File: config.mk
export PLATFORM = sky130hd
export DESIGN_NAME = bcfg_bus_config
export DESIGN_NICKNAME = d
export VERILOG_FILES = /design/src/bcfg_bus_config.v
export VERILOG_INCLUDE_DIRS = /design/src
export SDC_FILE = /design/constraint.sdc
export NUM_CORES = 1
export LEC_CHECK = 0
export BUFFER_PORTS_ARGS = -buffer_cell sky130_fd_sc_hd__buf_2
export CAP_MARGIN = 20
export CELL_PAD_IN_SITES_DETAIL_PLACEMENT = 1
export CELL_PAD_IN_SITES_GLOBAL_PLACEMENT = 2
export CORE_MARGIN = 2
export CORE_UTILIZATION = 30
export DETAILED_ROUTE_END_ITERATION = 6
export PLACE_DENSITY_LB_ADDON = 0.05
export SLEW_MARGIN = 25
export SYNTH_ARGS = -nofsm -noshare
export SYNTH_HDL_FRONTEND = slang
export SYNTH_SLANG_ARGS = --single-unit
File: constraint.sdc
create_clock -name sys_clk -period 9.29 [get_ports sys_clk]
set_clock_uncertainty 0.15 [all_clocks]
set_input_delay 1.858 -clock sys_clk [delete_from_list [all_inputs] [get_ports sys_clk]]
set_output_delay 1.858 -clock sys_clk [all_outputs]
set_load 0.005 [all_outputs]
File: src/bcfg_defs.vh
/*
 * Constants for the bus configuration register bank: register offsets,
 * field positions, reset values and response codes.
 * Assumes it is included by bare name from the design file and the bench.
 */
// Function
// priority arbitration when interleave bit clear
// interleave cpu with dma or transfer controller
// peripheral writes use buffer only when enabled
// arbitration bit 1 reads one always
// arbitration bit 5 reads zero always
// reserved bits read zero, ignore writes
// endian bit per area 2-7 selects format
// internal data big endian; swap externally
// software keeps code/stack areas big endian
// sram bit per area picks byte-control interface
// 8-bit areas never use byte-control sram
// software clears burst/multiplex before sram select
// buffering also for external and DMA writes
// areas 0 and 1 always big endian
`ifndef BCFG_DEFS_VH
`define BCFG_DEFS_VH

`define BCFG_ADDR_W          4
`define BCFG_OFF_ARB         4'h0
`define BCFG_OFF_ENDIAN      4'h4
`define BCFG_OFF_SRAM        4'h8

`define BCFG_ARB_PWB_BIT     0
`define BCFG_ARB_ONE_BIT     1
`define BCFG_ARB_ILV_BIT     4
`define BCFG_ARB_RESET       8'h02
`define BCFG_LE_LSB          2
`define BCFG_LE_MSB          7
`define BCFG_SRAM_LSB        8
`define BCFG_SRAM_MSB        15

`define BCFG_RESP_OKAY       2'h0
`define BCFG_RESP_SLVERR     2'h2

`define BCFG_SIZE_BYTE       2'h0
`define BCFG_SIZE_WORD       2'h1
`define BCFG_SIZE_LONG       2'h2

`endif

File: src/bcfg_bus_config.v
/*
 * Bus controller configuration bank: arbitration/peripheral write-buffer
 * control, per-area endian select and per-area byte-control sram select,
 * plus the small pieces of logic those settings steer.
 * Assumes an AXI4-Lite master on sys_clk and request/area inputs that are
 * synchronous to sys_clk.
 */
// The register offsets and the AXI4-Lite interface to the registers were decided locally.
`include "bcfg_defs.vh"
`default_nettype none

module bcfg_bus_config (
    input  wire        sys_clk,
    input  wire        rst_b,
    // axi4-lite slave
    input  wire [31:0] s_axi_awaddr,
    input  wire        s_axi_awvalid,
    output reg         s_axi_awready,
    input  wire [31:0] s_axi_wdata,
    input  wire [3:0]  s_axi_wstrb,
    input  wire        s_axi_wvalid,
    output reg         s_axi_wready,
    output reg  [1:0]  s_axi_bresp,
    output reg         s_axi_bvalid,
    input  wire        s_axi_bready,
    input  wire [31:0] s_axi_araddr,
    input  wire        s_axi_arvalid,
    output reg         s_axi_arready,
    output reg  [31:0] s_axi_rdata,
    output reg  [1:0]  s_axi_rresp,
    output reg         s_axi_rvalid,
    input  wire        s_axi_rready,
    // internal bus arbitration
    input  wire        cpu_req,
    input  wire        dma_controller_req,
    input  wire        data_transfer_controller_req,
    output reg         cpu_grant,
    output reg         dma_controller_grant,
    output reg         data_transfer_controller_grant,
    // write data buffer steering
    input  wire        periph_write_req,
    input  wire        ext_write_req,
    input  wire        dma_single_write_req,
    input  wire        external_write_buffer_enable,
    output reg         periph_write_buffered,
    output reg         periph_write_direct,
    output reg         ext_write_buffered,
    output reg         ext_write_direct,
    // external area access
    input  wire [2:0]  ext_area,
    input  wire [1:0]  ext_size,
    input  wire [31:0] ext_wdata,
    input  wire [7:0]  area_bus_width_control,
    output reg  [31:0] ext_bus_data,
    output reg         ext_little_endian,
    output reg  [7:0]  area_byte_ctrl_sram
);

    reg        rst_meta;
    reg        rst_sync;
    reg        arbiter_interleave_select;
    reg        periph_write_buffer_enable;
    reg [7:2]  area_little_endian;
    reg [7:0]  area_sram_select;
    reg        last_cpu;
    reg        ext_wbuf_en;
    reg        aw_held;
    reg        w_held;
    reg [`BCFG_ADDR_W-1:0] aw_addr;
    reg [31:0] w_data;
    reg [3:0]  w_strb;

    wire [`BCFG_ADDR_W-1:0] aw_cur;
    wire [31:0]             wd_cur;
    wire [3:0]              ws_cur;
    wire                    aw_have;
    wire                    w_have;
    wire                    do_write;
    wire                    do_read;
    wire                    side_req;
    wire                    area_le;

    // decode one offset; the upper address bits must be clear for a hit
    function [2:0] reg_hit;
        input [31:0] addr;
        begin
            reg_hit = 3'h0;
            if (addr[31:`BCFG_ADDR_W] != 28'h0000000) begin
                reg_hit = 3'h0;
            end else if (addr[`BCFG_ADDR_W-1:0] == `BCFG_OFF_ARB) begin
                reg_hit = 3'h1;
            end else if (addr[`BCFG_ADDR_W-1:0] == `BCFG_OFF_ENDIAN) begin
                reg_hit = 3'h2;
            end else if (addr[`BCFG_ADDR_W-1:0] == `BCFG_OFF_SRAM) begin
                reg_hit = 3'h4;
            end
        end
    endfunction

    // reordering bytes of the big-endian internal word for the external bus
    function [31:0] le_swap;
        input [31:0] d;
        input [1:0]  size;
        begin
            le_swap = d;
            if (size == `BCFG_SIZE_WORD) begin
                le_swap = {d[23:16], d[31:24], d[7:0], d[15:8]};
            end else if (size == `BCFG_SIZE_LONG) begin
                le_swap = {d[7:0], d[15:8], d[23:16], d[31:24]};
            end
        end
    endfunction

    // reset released through two flops; asserted asynchronously
    always @(posedge sys_clk or negedge rst_b) begin
        if (!rst_b) begin
            rst_meta <= 1'b0;
            rst_sync <= 1'b0;
        end else begin
            rst_meta <= 1'b1;
            rst_sync <= rst_meta;
        end
    end

    // address and data may come in either order; each is held until both are here
    assign aw_have  = aw_held | (s_axi_awvalid & s_axi_awready);
    assign w_have   = w_held | (s_axi_wvalid & s_axi_wready);
    assign aw_cur   = aw_held ? aw_addr : s_axi_awaddr[`BCFG_ADDR_W-1:0];
    assign wd_cur   = w_held ? w_data : s_axi_wdata;
    assign ws_cur   = w_held ? w_strb : s_axi_wstrb;
    assign do_write = aw_have & w_have & ~s_axi_bvalid;
    assign do_read  = s_axi_arvalid & s_axi_arready;

    reg aw_bad;
    always @(posedge sys_clk or negedge rst_sync) begin
        if (!rst_sync) begin
            s_axi_awready <= 1'b0;
            s_axi_wready  <= 1'b0;
            s_axi_bvalid  <= 1'b0;
            s_axi_bresp   <= `BCFG_RESP_OKAY;
            aw_held       <= 1'b0;
            w_held        <= 1'b0;
            aw_addr       <= {`BCFG_ADDR_W{1'b0}};
            aw_bad        <= 1'b0;
            w_data        <= 32'h00000000;
            w_strb        <= 4'h0;
        end else begin
            if (s_axi_awvalid & s_axi_awready) begin
                aw_addr <= s_axi_awaddr[`BCFG_ADDR_W-1:0];
                aw_bad  <= (reg_hit(s_axi_awaddr) == 3'h0);
            end
            if (s_axi_wvalid & s_axi_wready) begin
                w_data <= s_axi_wdata;
                w_strb <= s_axi_wstrb;
            end
            if (do_write) begin
                aw_held      <= 1'b0;
                w_held       <= 1'b0;
                s_axi_bvalid <= 1'b1;
                if (aw_held) begin
                    s_axi_bresp <= aw_bad ? `BCFG_RESP_SLVERR : `BCFG_RESP_OKAY;
                end else begin
                    s_axi_bresp <= (reg_hit(s_axi_awaddr) == 3'h0) ? `BCFG_RESP_SLVERR : `BCFG_RESP_OKAY;
                end
            end else begin
                aw_held <= aw_have;
                w_held  <= w_have;
                if (s_axi_bvalid & s_axi_bready) begin
                    s_axi_bvalid <= 1'b0;
                end
            end
            // each ready only while its own channel holds nothing and no response waits, so one write is under way at a time
            s_axi_awready <= ~aw_have & ~s_axi_bvalid & ~do_write & ~s_axi_awready;
            s_axi_wready  <= ~w_have & ~s_axi_bvalid & ~do_write & ~s_axi_wready;
        end
    end

    wire [2:0] wr_hit;
    assign wr_hit = reg_hit({{(32-`BCFG_ADDR_W){1'b0}}, aw_cur}) & {3{~(aw_held & aw_bad)}};

    // register storage; only documented writable bits exist as flops
    always @(posedge sys_clk or negedge rst_sync) begin
        if (!rst_sync) begin
            arbiter_interleave_select  <= 1'b0;
            periph_write_buffer_enable <= 1'b0;
            area_little_endian         <= 6'h00;
            area_sram_select           <= 8'h00;
        end else if (do_write & ~(~aw_held & (reg_hit(s_axi_awaddr) == 3'h0))) begin
            if (wr_hit[0] & ws_cur[0]) begin
                arbiter_interleave_select  <= wd_cur[`BCFG_ARB_ILV_BIT];
                periph_write_buffer_enable <= wd_cur[`BCFG_ARB_PWB_BIT];
            end
            if (wr_hit[1] & ws_cur[0]) begin
                area_little_endian <= wd_cur[`BCFG_LE_MSB:`BCFG_LE_LSB];
            end
            if (wr_hit[2] & ws_cur[1]) begin
                area_sram_select <= wd_cur[`BCFG_SRAM_MSB:`BCFG_SRAM_LSB];
            end
        end
    end

    // read side: one read at a time, data held until rready
    reg [31:0] rd_val;
    reg [2:0]  rd_hit;
    always @* begin
        rd_hit = reg_hit(s_axi_araddr);
        rd_val = 32'h00000000;
        if (rd_hit[0]) begin
            rd_val[`BCFG_ARB_ONE_BIT] = 1'b1;
            rd_val[`BCFG_ARB_ILV_BIT] = arbiter_interleave_select;  // bit 5 stays zero
            rd_val[`BCFG_ARB_PWB_BIT] = periph_write_buffer_enable;
        end else if (rd_hit[1]) begin
            rd_val[`BCFG_LE_MSB:`BCFG_LE_LSB] = area_little_endian;
        end else if (rd_hit[2]) begin
            rd_val[`BCFG_SRAM_MSB:`BCFG_SRAM_LSB] = area_sram_select;
        end
    end

    always @(posedge sys_clk or negedge rst_sync) begin
        if (!rst_sync) begin
            s_axi_arready <= 1'b0;
            s_axi_rvalid  <= 1'b0;
            s_axi_rdata   <= 32'h00000000;
            s_axi_rresp   <= `BCFG_RESP_OKAY;
        end else begin
            if (do_read) begin
                s_axi_rvalid <= 1'b1;
                s_axi_rdata  <= rd_val;
                s_axi_rresp  <= (rd_hit == 3'h0) ? `BCFG_RESP_SLVERR : `BCFG_RESP_OKAY;
            end else if (s_axi_rvalid & s_axi_rready) begin
                s_axi_rvalid <= 1'b0;
            end
            s_axi_arready <= ~s_axi_rvalid & ~do_read & ~s_axi_arready;
        end
    end

    // arbitration: fixed order dma, transfer controller, cpu; interleave only on cpu collisions
    assign side_req = dma_controller_req | data_transfer_controller_req;

    always @(posedge sys_clk or negedge rst_sync) begin
        if (!rst_sync) begin
            cpu_grant                      <= 1'b0;
            dma_controller_grant           <= 1'b0;
            data_transfer_controller_grant <= 1'b0;
            last_cpu                       <= 1'b0;
        end else begin
            cpu_grant                      <= 1'b0;
            dma_controller_grant           <= 1'b0;
            data_transfer_controller_grant <= 1'b0;
            if (arbiter_interleave_select & cpu_req & side_req) begin
                // alternate between cpu and the higher of the two side masters
                last_cpu <= ~last_cpu;
                if (last_cpu) begin
                    dma_controller_grant           <= dma_controller_req;
                    data_transfer_controller_grant <= ~dma_controller_req;
                end else begin
                    cpu_grant <= 1'b1;
                end
            end else if (dma_controller_req) begin
                dma_controller_grant <= 1'b1;
                last_cpu             <= 1'b0;
            end else if (data_transfer_controller_req) begin
                data_transfer_controller_grant <= 1'b1;
                last_cpu                       <= 1'b0;
            end else if (cpu_req) begin
                cpu_grant <= 1'b1;
                last_cpu  <= 1'b1;
            end
        end
    end

    // write buffer steering; the external enable is sampled, so a change can miss
    // the very next access, which the bus controller tolerates
    always @(posedge sys_clk or negedge rst_sync) begin
        if (!rst_sync) begin
            ext_wbuf_en           <= 1'b0;
            periph_write_buffered <= 1'b0;
            periph_write_direct   <= 1'b0;
            ext_write_buffered    <= 1'b0;
            ext_write_direct      <= 1'b0;
        end else begin
            ext_wbuf_en           <= external_write_buffer_enable;
            periph_write_buffered <= periph_write_req & periph_write_buffer_enable;
            periph_write_direct   <= periph_write_req & ~periph_write_buffer_enable;
            ext_write_buffered    <= (ext_write_req | dma_single_write_req) & ext_wbuf_en;
            ext_write_direct      <= (ext_write_req | dma_single_write_req) & ~ext_wbuf_en;
        end
    end

    // areas 0 and 1 have no endian bit and stay big endian
    assign area_le = (ext_area >= 3'h2) ? area_little_endian[ext_area] : 1'b0;

    always @(posedge sys_clk or negedge rst_sync) begin
        if (!rst_sync) begin
            ext_bus_data        <= 32'h00000000;
            ext_little_endian   <= 1'b0;
            area_byte_ctrl_sram <= 8'h00;
        end else begin
            // internal word is big endian; only the external copy is reordered
            ext_bus_data        <= area_le ? le_swap(ext_wdata, ext_size) : ext_wdata;
            ext_little_endian   <= area_le;
            // an 8-bit area masks its sram select
            area_byte_ctrl_sram <= area_sram_select & ~area_bus_width_control;
        end
    end

endmodule

`default_nettype wire

Word level (Yosys, flattened, before mapping) --
Cells that the tools add are included.
Operators by class: shift operators 0, reductions and logical operators 15, eq/ne operators 8, add/sub/neg operators 0, muxes and demuxes 56, bitwise logic cells 50, order comparisons 2, multipliers 0, div/mod/pow operators 0
Operators by type and width (count):
- 32-bit two-way mux | 3
- 28-bit nonzero test | 2
- 3-bit two-way mux | 14
- 1-bit bitwise AND | 27
- 1-bit two-way mux | 25
- 16-bit two-way mux | 1
- 8-bit two-way mux | 2
- 1-bit inverter | 16
- 2-bit two-way mux | 7
- 4-bit by 3-bit == test with 1-bit output (second input constant) | 3
- 4-bit == test (second input constant) | 3
- 3-bit zero test | 4
- 4-bit zero test | 3
- 11-bit two-way mux | 1
- 8-bit bitwise AND | 1
- 8-bit inverter | 1
- 6-bit two-way mux | 1
- 2-bit AND reduction | 3
- 3-bit by 4-bit < comparator with 1-bit output (second input constant) | 1
- 4-bit two-way mux | 1
- 1-bit OR | 4
- 2-bit nonzero test | 2
- 4-bit nonzero test | 1
- 3-bit bitwise AND | 1
- other kinds (4) | 4
Storage, ports and cells: word-level logic and storage cells 163, register bits after elaboration 118, output and inout port bits 89, input port bits 159, bits in writable memories 0, memories kept 0, memory bits (read-only) 0, latch bits 0

Logic depth before layout (Yosys ltp) --
Gate-level depths: netlist of run 1.
depth after elaboration 10, gate-level depth with buffers 7, mapped depth without buffers 6

Least setup slack after synthesis of run 1 --
OpenSTA, ideal clock, no wires.
kind input -> register, start point input port s_axi_awaddr[25], end point register arbiter_interleave_select, path slack 5772 ps, path buffers 0, stages on the path 5, arrival time 3240 ps, data required time 9013 ps, library setup time 127 ps, cell sequence nor4_1 -> nand4_1 -> o41ai_4 -> nand2_1 -> mux2_1
Between the ends: cells in the longest elaborated chain, start to end 7
Ends and longest elaborated chain:
- start, declared | line bcfg_bus_config.v:16 | input wire [31:0] s_axi_awaddr,
- 28-bit nonzero test | line bcfg_bus_config.v:88 | if (addr[31:`BCFG_ADDR_W] != 28'h0000000) begin
- 3-bit two-way mux | line bcfg_bus_config.v:88
- 3-bit zero test | line bcfg_bus_config.v:188 | end else if (do_write & ~(~aw_held & (reg_hit(s_axi_awaddr) == 3'h0))) begin
- 1-bit bitwise AND | line bcfg_bus_config.v:188
- 1-bit inverter | line bcfg_bus_config.v:188
- 1-bit bitwise AND | line bcfg_bus_config.v:188
- 2-bit AND reduction (no line)
- end signal, assigned | line bcfg_bus_config.v:190 | arbiter_interleave_select <= wd_cur[`BCFG_ARB_ILV_BIT];
- end, declared | line bcfg_bus_config.v:61 | reg arbiter_interleave_select;
Every way passes these cells. A chain may end at the register's enable or synchronous reset.

Worst setup path in the final report of run 1 --
start point input port s_axi_awaddr[5], end point register area_little_endian[4] (netlist name)
Between the ends: cells in the longest elaborated chain, start to end 7
Ends and longest elaborated chain:
- 28-bit nonzero test | line bcfg_bus_config.v:88
- 3-bit two-way mux | line bcfg_bus_config.v:88
- 3-bit zero test | line bcfg_bus_config.v:188
- 1-bit bitwise AND | line bcfg_bus_config.v:188
- 1-bit inverter | line bcfg_bus_config.v:188
- 1-bit bitwise AND | line bcfg_bus_config.v:188
- 2-bit AND reduction (no line)
- end signal, assigned | line bcfg_bus_config.v:194 | area_little_endian <= wd_cur[`BCFG_LE_MSB:`BCFG_LE_LSB];
- end, declared | line bcfg_bus_config.v:63 | reg [7:2] area_little_endian;
Every way passes these cells.

==> impl_metrics.toml, run 1 <==
[clock_network]
tritoncts = "yes"
ctsHtreeMaxLevel = 4
cts_setup_buffers = 0
clock-sinks = 115
clk_pin_slew_ns = 0.06
clock_path_buffers = 2
clk_latency_ns = 0.41
cts_root_buf = "clkbuf_16"
cts_made_buffers = 17
ctsHoldBuffers = 0
post_cts_resized = 0

[route]
ant_nets = 0
remaining_drc_errors = 0
num_vias = 4692
wirelength_um = 16100
via_per_inst = 5.11
dr.pass1.iters = 4
drt_iter0_markers = 151
wl_per_cell_um = 17.6

[die]
ios = 248
dieArea_um2 = 18800
die_height_um = 137
core_area_um2 = 17300
start_util = 0.308
num_rows = 48
die_w_um = 137

[sta]
hold_viol = 0
tightest_slew_ns = 1.01
relSlewSlack = 0.329
post-route-min-period_ns = 3.64
setup_viol = 0
rsz0062_at_grt = "no"
fmax_mhz = 275
setup_tns_ns = 0
fin_crit_sh = 0.392
slew_violations = 0

[placed_design]
dp_hpwl_um = 11300
io_buffers = 210
place_congestion = 0.741

[grt]
grt_pass1_wl_um = 24800
grt_overflow = 0
track_usage = 0.171
antenna_found_initial = 1
grt_max_degree = 77
grt_pass1_vias = 4787

[critical_path]
r2r_start = "w_held$_DFF_PN0_"
cp-startpoint = "s_axi_awaddr[5]"
ff2ff_path_depth = 5
required_ns = 9.44
crit_type = "in2reg"
r2r_slack_ns = 6.27
crit_end = "area_little_endian[4]$_DFFE_PN0P_"
worstPathMaxFanout = 11
cp-end-kind = "register"
reg2reg_to = "arbiter_interleave_select$_DFFE_PN0P_"
worst_ep_arrival_time_ns = 3.79
cp-start-kind = "primary input"

[yosys]
postSynthCellCount = 483
yosys.area_share.adder = 0
synthFlopType = "dfrtp_1"
netlist_area_um2 = 5330
synth-async-reset-ratio = 1.00
synth-xor-area-share = 0
synth_cell_types = 40
ys_ff_latch = 115
ys_warn_count = 0
synth_compound_area_frac = 0.161
ys_seq_area_frac = 0.540
synth_edf_count = 0
synth-simple-area-share = 0.148
synth_top_family_by_area = "compound AO/OA/AOI/OAI gates"
synth_mux_area_frac = 0.0893
avgSynthCellArea_um2 = 11.0

[power]
ir_worst_vdd_mv = 0.149
p_leak_nw = 3.40
p_per_area_nw_per_um2 = 254

[layout]
mostFrequentLayoutCells = "buf_2 (210), dfrtp_1 (114), nor3_1 (68), a21oi_1 (49), o32ai_1 (32)"
drive_gt1_frac = 0.413
syn_to_final_growth_pct = 34.8
fillers = 1977
post-route-util = 0.415
mostFrequentLayoutCell = "buf_2"
nNetsFinal = 840

[run_status]
outcome = "finished clean"

[min_path]
hp-class = "reg2async"

[job]
maxCapViolCount = 0
## per-layer routing
metal	vias up	track usage	share of wire
met3	24	0.0552	0.078
met1	2325	0.203	0.41
met4	2	0.0653	0.016
li1	2187	-	-
met5	-	0	0.00074
met2	154	0.289	0.49
## cells in the mapped netlist, types with 2 or more instances
cell,n,share of area
mux2i_1,16,0.030
clkbuf_1,20,0.014
conb_1,2,0.0014
nor2_1,12,0.0085
a22o_1,13,0.021
nor3_1,68,0.064
a31oi_1,14,0.016
dfrtp_1,115,0.54
buf_4,18,0.025
and2_1,2,0.0023
o21ai_0,6,0.0056
o32ai_1,32,0.053
a21oi_1,49,0.046
mux2_1,2,0.0042
a211oi_1,2,0.0028
nor4_2,3,0.0070
mux2_2,24,0.051
nand2_1,17,0.012
buf_6,3,0.0063
buf_2,10,0.0094
inv_1,5,0.0035
nor2b_1,13,0.015
nand2b_1,4,0.0047
nand4_1,4,0.0047
nor4_1,11,0.013
o41ai_1,4,0.0066
## logic make-up after synthesis
kind of cell	Yosys count
compound gates	124
buf+inv	57
flops	115
mux	43
other cells	2
simple gates	142
## area by class of cell
cell class                 count  area [um^2]  area share
antenna                        1         2.50    0.000349
clock buffer                  21          470      0.0656
clock inverter                10          203      0.0282
inverter                       5         18.8     0.00262
multi-input combinational    328         2220       0.310
sequential                   115         2880       0.401
tap                          225          282      0.0392
timing repair buffer         214         1100       0.153
## worst max-delay path, stage by stage
cell and delay, ns:
buf_2 0.10, nor4_2 0.27, nand4_1 0.33, o41ai_4 0.75
nand2_1 0.13, mux2_1 0.33
## flip-flops by register name, summed over array words and instances, names as in the netlist, 2 cells and up
name,count
area_little_endian,6
s_axi_rdata,16
area_byte_ctrl_sram,8
w_strb,2
area_sram_select,8
w_data,15
ext_bus_data,32
aw_addr,4
## report_power, final
part	leakage, nW	switching, W	internal [W]	total (W)
Combinational	1.61	0.000188	0.000183	0.000371
Sequential	1.46	0.0000919	0.000616	0.000708
Clock	0.329	0.000224	0.000521	0.000745
## worst min path at each step
stage	startpoint	endpoint	slack, ns	cells after the start
detailed placement	rst_sync$_DFF_PN0_	aw_addr[1]$_DFFE_PN0P_	0.17	0
CTS	rst_sync$_DFF_PN0_	aw_addr[1]$_DFFE_PN0P_	0.18	0
global placement	rst_sync$_DFF_PN0_	aw_addr[1]$_DFFE_PN0P_	0.17	0
floorplan	rst_meta$_DFF_PN0_	rst_sync$_DFF_PN0_	0.18	0
global route	rst_sync$_DFF_PN0_	aw_addr[0]$_DFFE_PN0P_	0.21	0
finish	rst_sync$_DFF_PN0_	aw_addr[1]$_DFFE_PN0P_	0.15	0
## through the flow
stage	hold slack [ns]	std cells	total power, W	area (um^2)	setup WS (ns)
after floorplan	0.181	500	0.000947	5390	5.70
after global placement	0.172	885	0.00107	6450	4.28
after detailed placement	0.174	887	0.00109	6480	4.95
after CTS	0.180	918	0.00185	7160	5.38
after global routing	0.208	918	0.00193	7170	5.49
final	0.152	919	0.00182	7180	5.65
(Power assumes the default switching activity.)
==> run 2, diff against run 1 <==
- CORE_UTILIZATION: 30 -> 25
- clock period: 9.29 -> 3 ns (I/O delays scaled with it)
==> run 2 against run 1 <==
  * Worst setup slack worse by 4.9 ns
  * Power grew to 3.0 times the previous value
  * Clock power rose to 2.7 times the previous value
  * Critical path type is now reg2reg
  * Highest routed layer unchanged
  * Global-route usage decreased by 2.3 points
  * First-iteration DRC count rose by 4.0%
==> impl_metrics.toml, run 2 (same netlist as run 1, synthesis figures left out) <==
[run_status]
outcome = "finished clean"

[clock_network]
post_cts_resized = 0
tritoncts = "yes"
ctsHoldBuffers = 1
cts_made_buffers = 17
cts_setup_buffers = 0
cts_root_buf = "clkbuf_16"
clock_path_buffers = 2
clk_pin_slew_ns = 0.06
ctsHtreeMaxLevel = 4
clk_latency_ns = 0.41
clock-sinks = 115

[die]
num_rows = 53
ios = 248
start_util = 0.254
core_area_um2 = 21000
die_height_um = 150
die_w_um = 150
dieArea_um2 = 22500

[sta]
relSlewSlack = 0.457
slew_violations = 0
fin_crit_sh = 0.765
setup_viol = 0
fmax_mhz = 435
fin_ws_ns = 0.704
rsz0062_at_grt = "no"
hold_viol = 0
post-route-min-period_ns = 2.30
tightest_slew_ns = 0.812
setup_tns_ns = 0

[critical_path]
critical_path.slowest_cell = "dfrtp_1"
slowest_delay_ns = 0.61
crit_type = "reg2reg"
cp-end-kind = "register"
required_ns = 3.19
cpMostUsedCell = "a21oi_1"
cp-start-kind = "register"
worstPathCellList = "a21oi_1 > or3_4 > nor3_4 > a21oi_1 > a31oi_1"
worstPathMaxFanout = 16
worst_ep_arrival_time_ns = 2.48

[power]
p_per_area_nw_per_um2 = 746
p_leak_nw = 3.40
total_power_w = 0.00539
ir_worst_vdd_mv = 0.367

[grt]
track_usage = 0.149
grt_overflow = 0
grt_pass1_vias = 4872
grt_max_degree = 95
grt_pass1_wl_um = 25900
antenna_found_initial = 4

[layout]
mostFrequentLayoutCells = "buf_2 (210), dfrtp_1 (114), nor3_1 (68), a21oi_1 (49), o32ai_1 (32)"
mostFrequentLayoutCell = "buf_2"
syn_to_final_growth_pct = 35.6
nNetsFinal = 851
drive_gt1_frac = 0.417
fillers = 2409
insertedDiodeCount = 0
largest_reg_flops = 32
regMostFlops = "ext_bus_data"
reg.largest.list = "ext_bus_data x32, s_axi_rdata x16, w_data x15"

[route]
wl_per_cell_um = 16.7
wirelength_um = 16300
drt_iter0_markers = 157
dr.pass1.iters = 5
ant_nets = 0
via_per_inst = 4.79
remaining_drc_errors = 0
num_vias = 4691

[placed_design]
place_congestion = 0.706
io_buffers = 210
dp_hpwl_um = 11900
post-place-ws_ns = 0.446

[min_path]
hp-class = "reg2async"

[job]
maxCapViolCount = 0
==> run 2: per-layer routing <==
metal,vias up,track usage,share of wire
met5,-,0,0.0021
met4,6,0.0415,0.0095
met3,20,0.0506,0.069
met2,155,0.259,0.50
met1,2302,0.173,0.42
li1,2208,-,-
==> run 2: path summary, 6_finish.rpt <==
kind | startpoint | endpoint | slack (ns) | cells past startpoint
worst max-delay path | aw_held$_DFF_PN0_ | area_sram_select[4]$_DFFE_PN0P_ | 0.70 | 5
worst min-delay path | rst_sync$_DFF_PN0_ | ext_bus_data[31]$_DFF_PN0_ | 0.07 | 0
worst max register to register | aw_held$_DFF_PN0_ | area_sram_select[4]$_DFFE_PN0P_ | 0.70 | 5
worst min register to register | rst_sync$_DFF_PN0_ | ext_bus_data[31]$_DFF_PN0_ | 0.07 | 0
max in group asynchronous | rst_sync$_DFF_PN0_ | ext_bus_data[25]$_DFF_PN0_ | 1.80 | 1
min in group sys_clk | external_write_buffer_enable | ext_wbuf_en$_DFF_PN0_ | 0.14 | 1
==> run 2: layout make-up <==
cell class / instances / area, um^2 / area share
flip-flops and latches: 115 / 2880 / 0.399
multi-input cells: 328 / 2200 / 0.305
repair buffers: 225 / 1180 / 0.163
clock buffers: 17 / 425 / 0.0589
well taps: 275 / 344 / 0.0476
clock inverters: 15 / 171 / 0.0237
inverters: 5 / 18.8 / 0.00260
==> run 2: worst max-delay path: cells and delay by family (launching register included) <==
| kind | cells | cell delay, ns |
|---|---|---|
| compound gates | 3 | 0.45 |
| simple gates | 2 | 1.01 |
| flops | 1 | 0.61 |
==> run 2: metrics by stage <==
step | instance area, um^2 | hold slack, ns | util | cells
finish | 7220 | 0.0741 | 0.345 | 980
global route | 7220 | 0.101 | 0.345 | 980
CTS | 7220 | 0.0816 | 0.345 | 980
detailed placement | 6620 | 0.0793 | 0.316 | 947
global placement | 6620 | 0.0781 | 0.316 | 947
floorplan | 5390 | 0.154 | - | 500
==> run 2: power breakdown <==
part	total [W]	internal, W	switching [W]
combinational	0.00123	0.000584	0.000644
clock	0.00204	0.00124	0.000792
sequential	0.00213	0.00191	0.000220
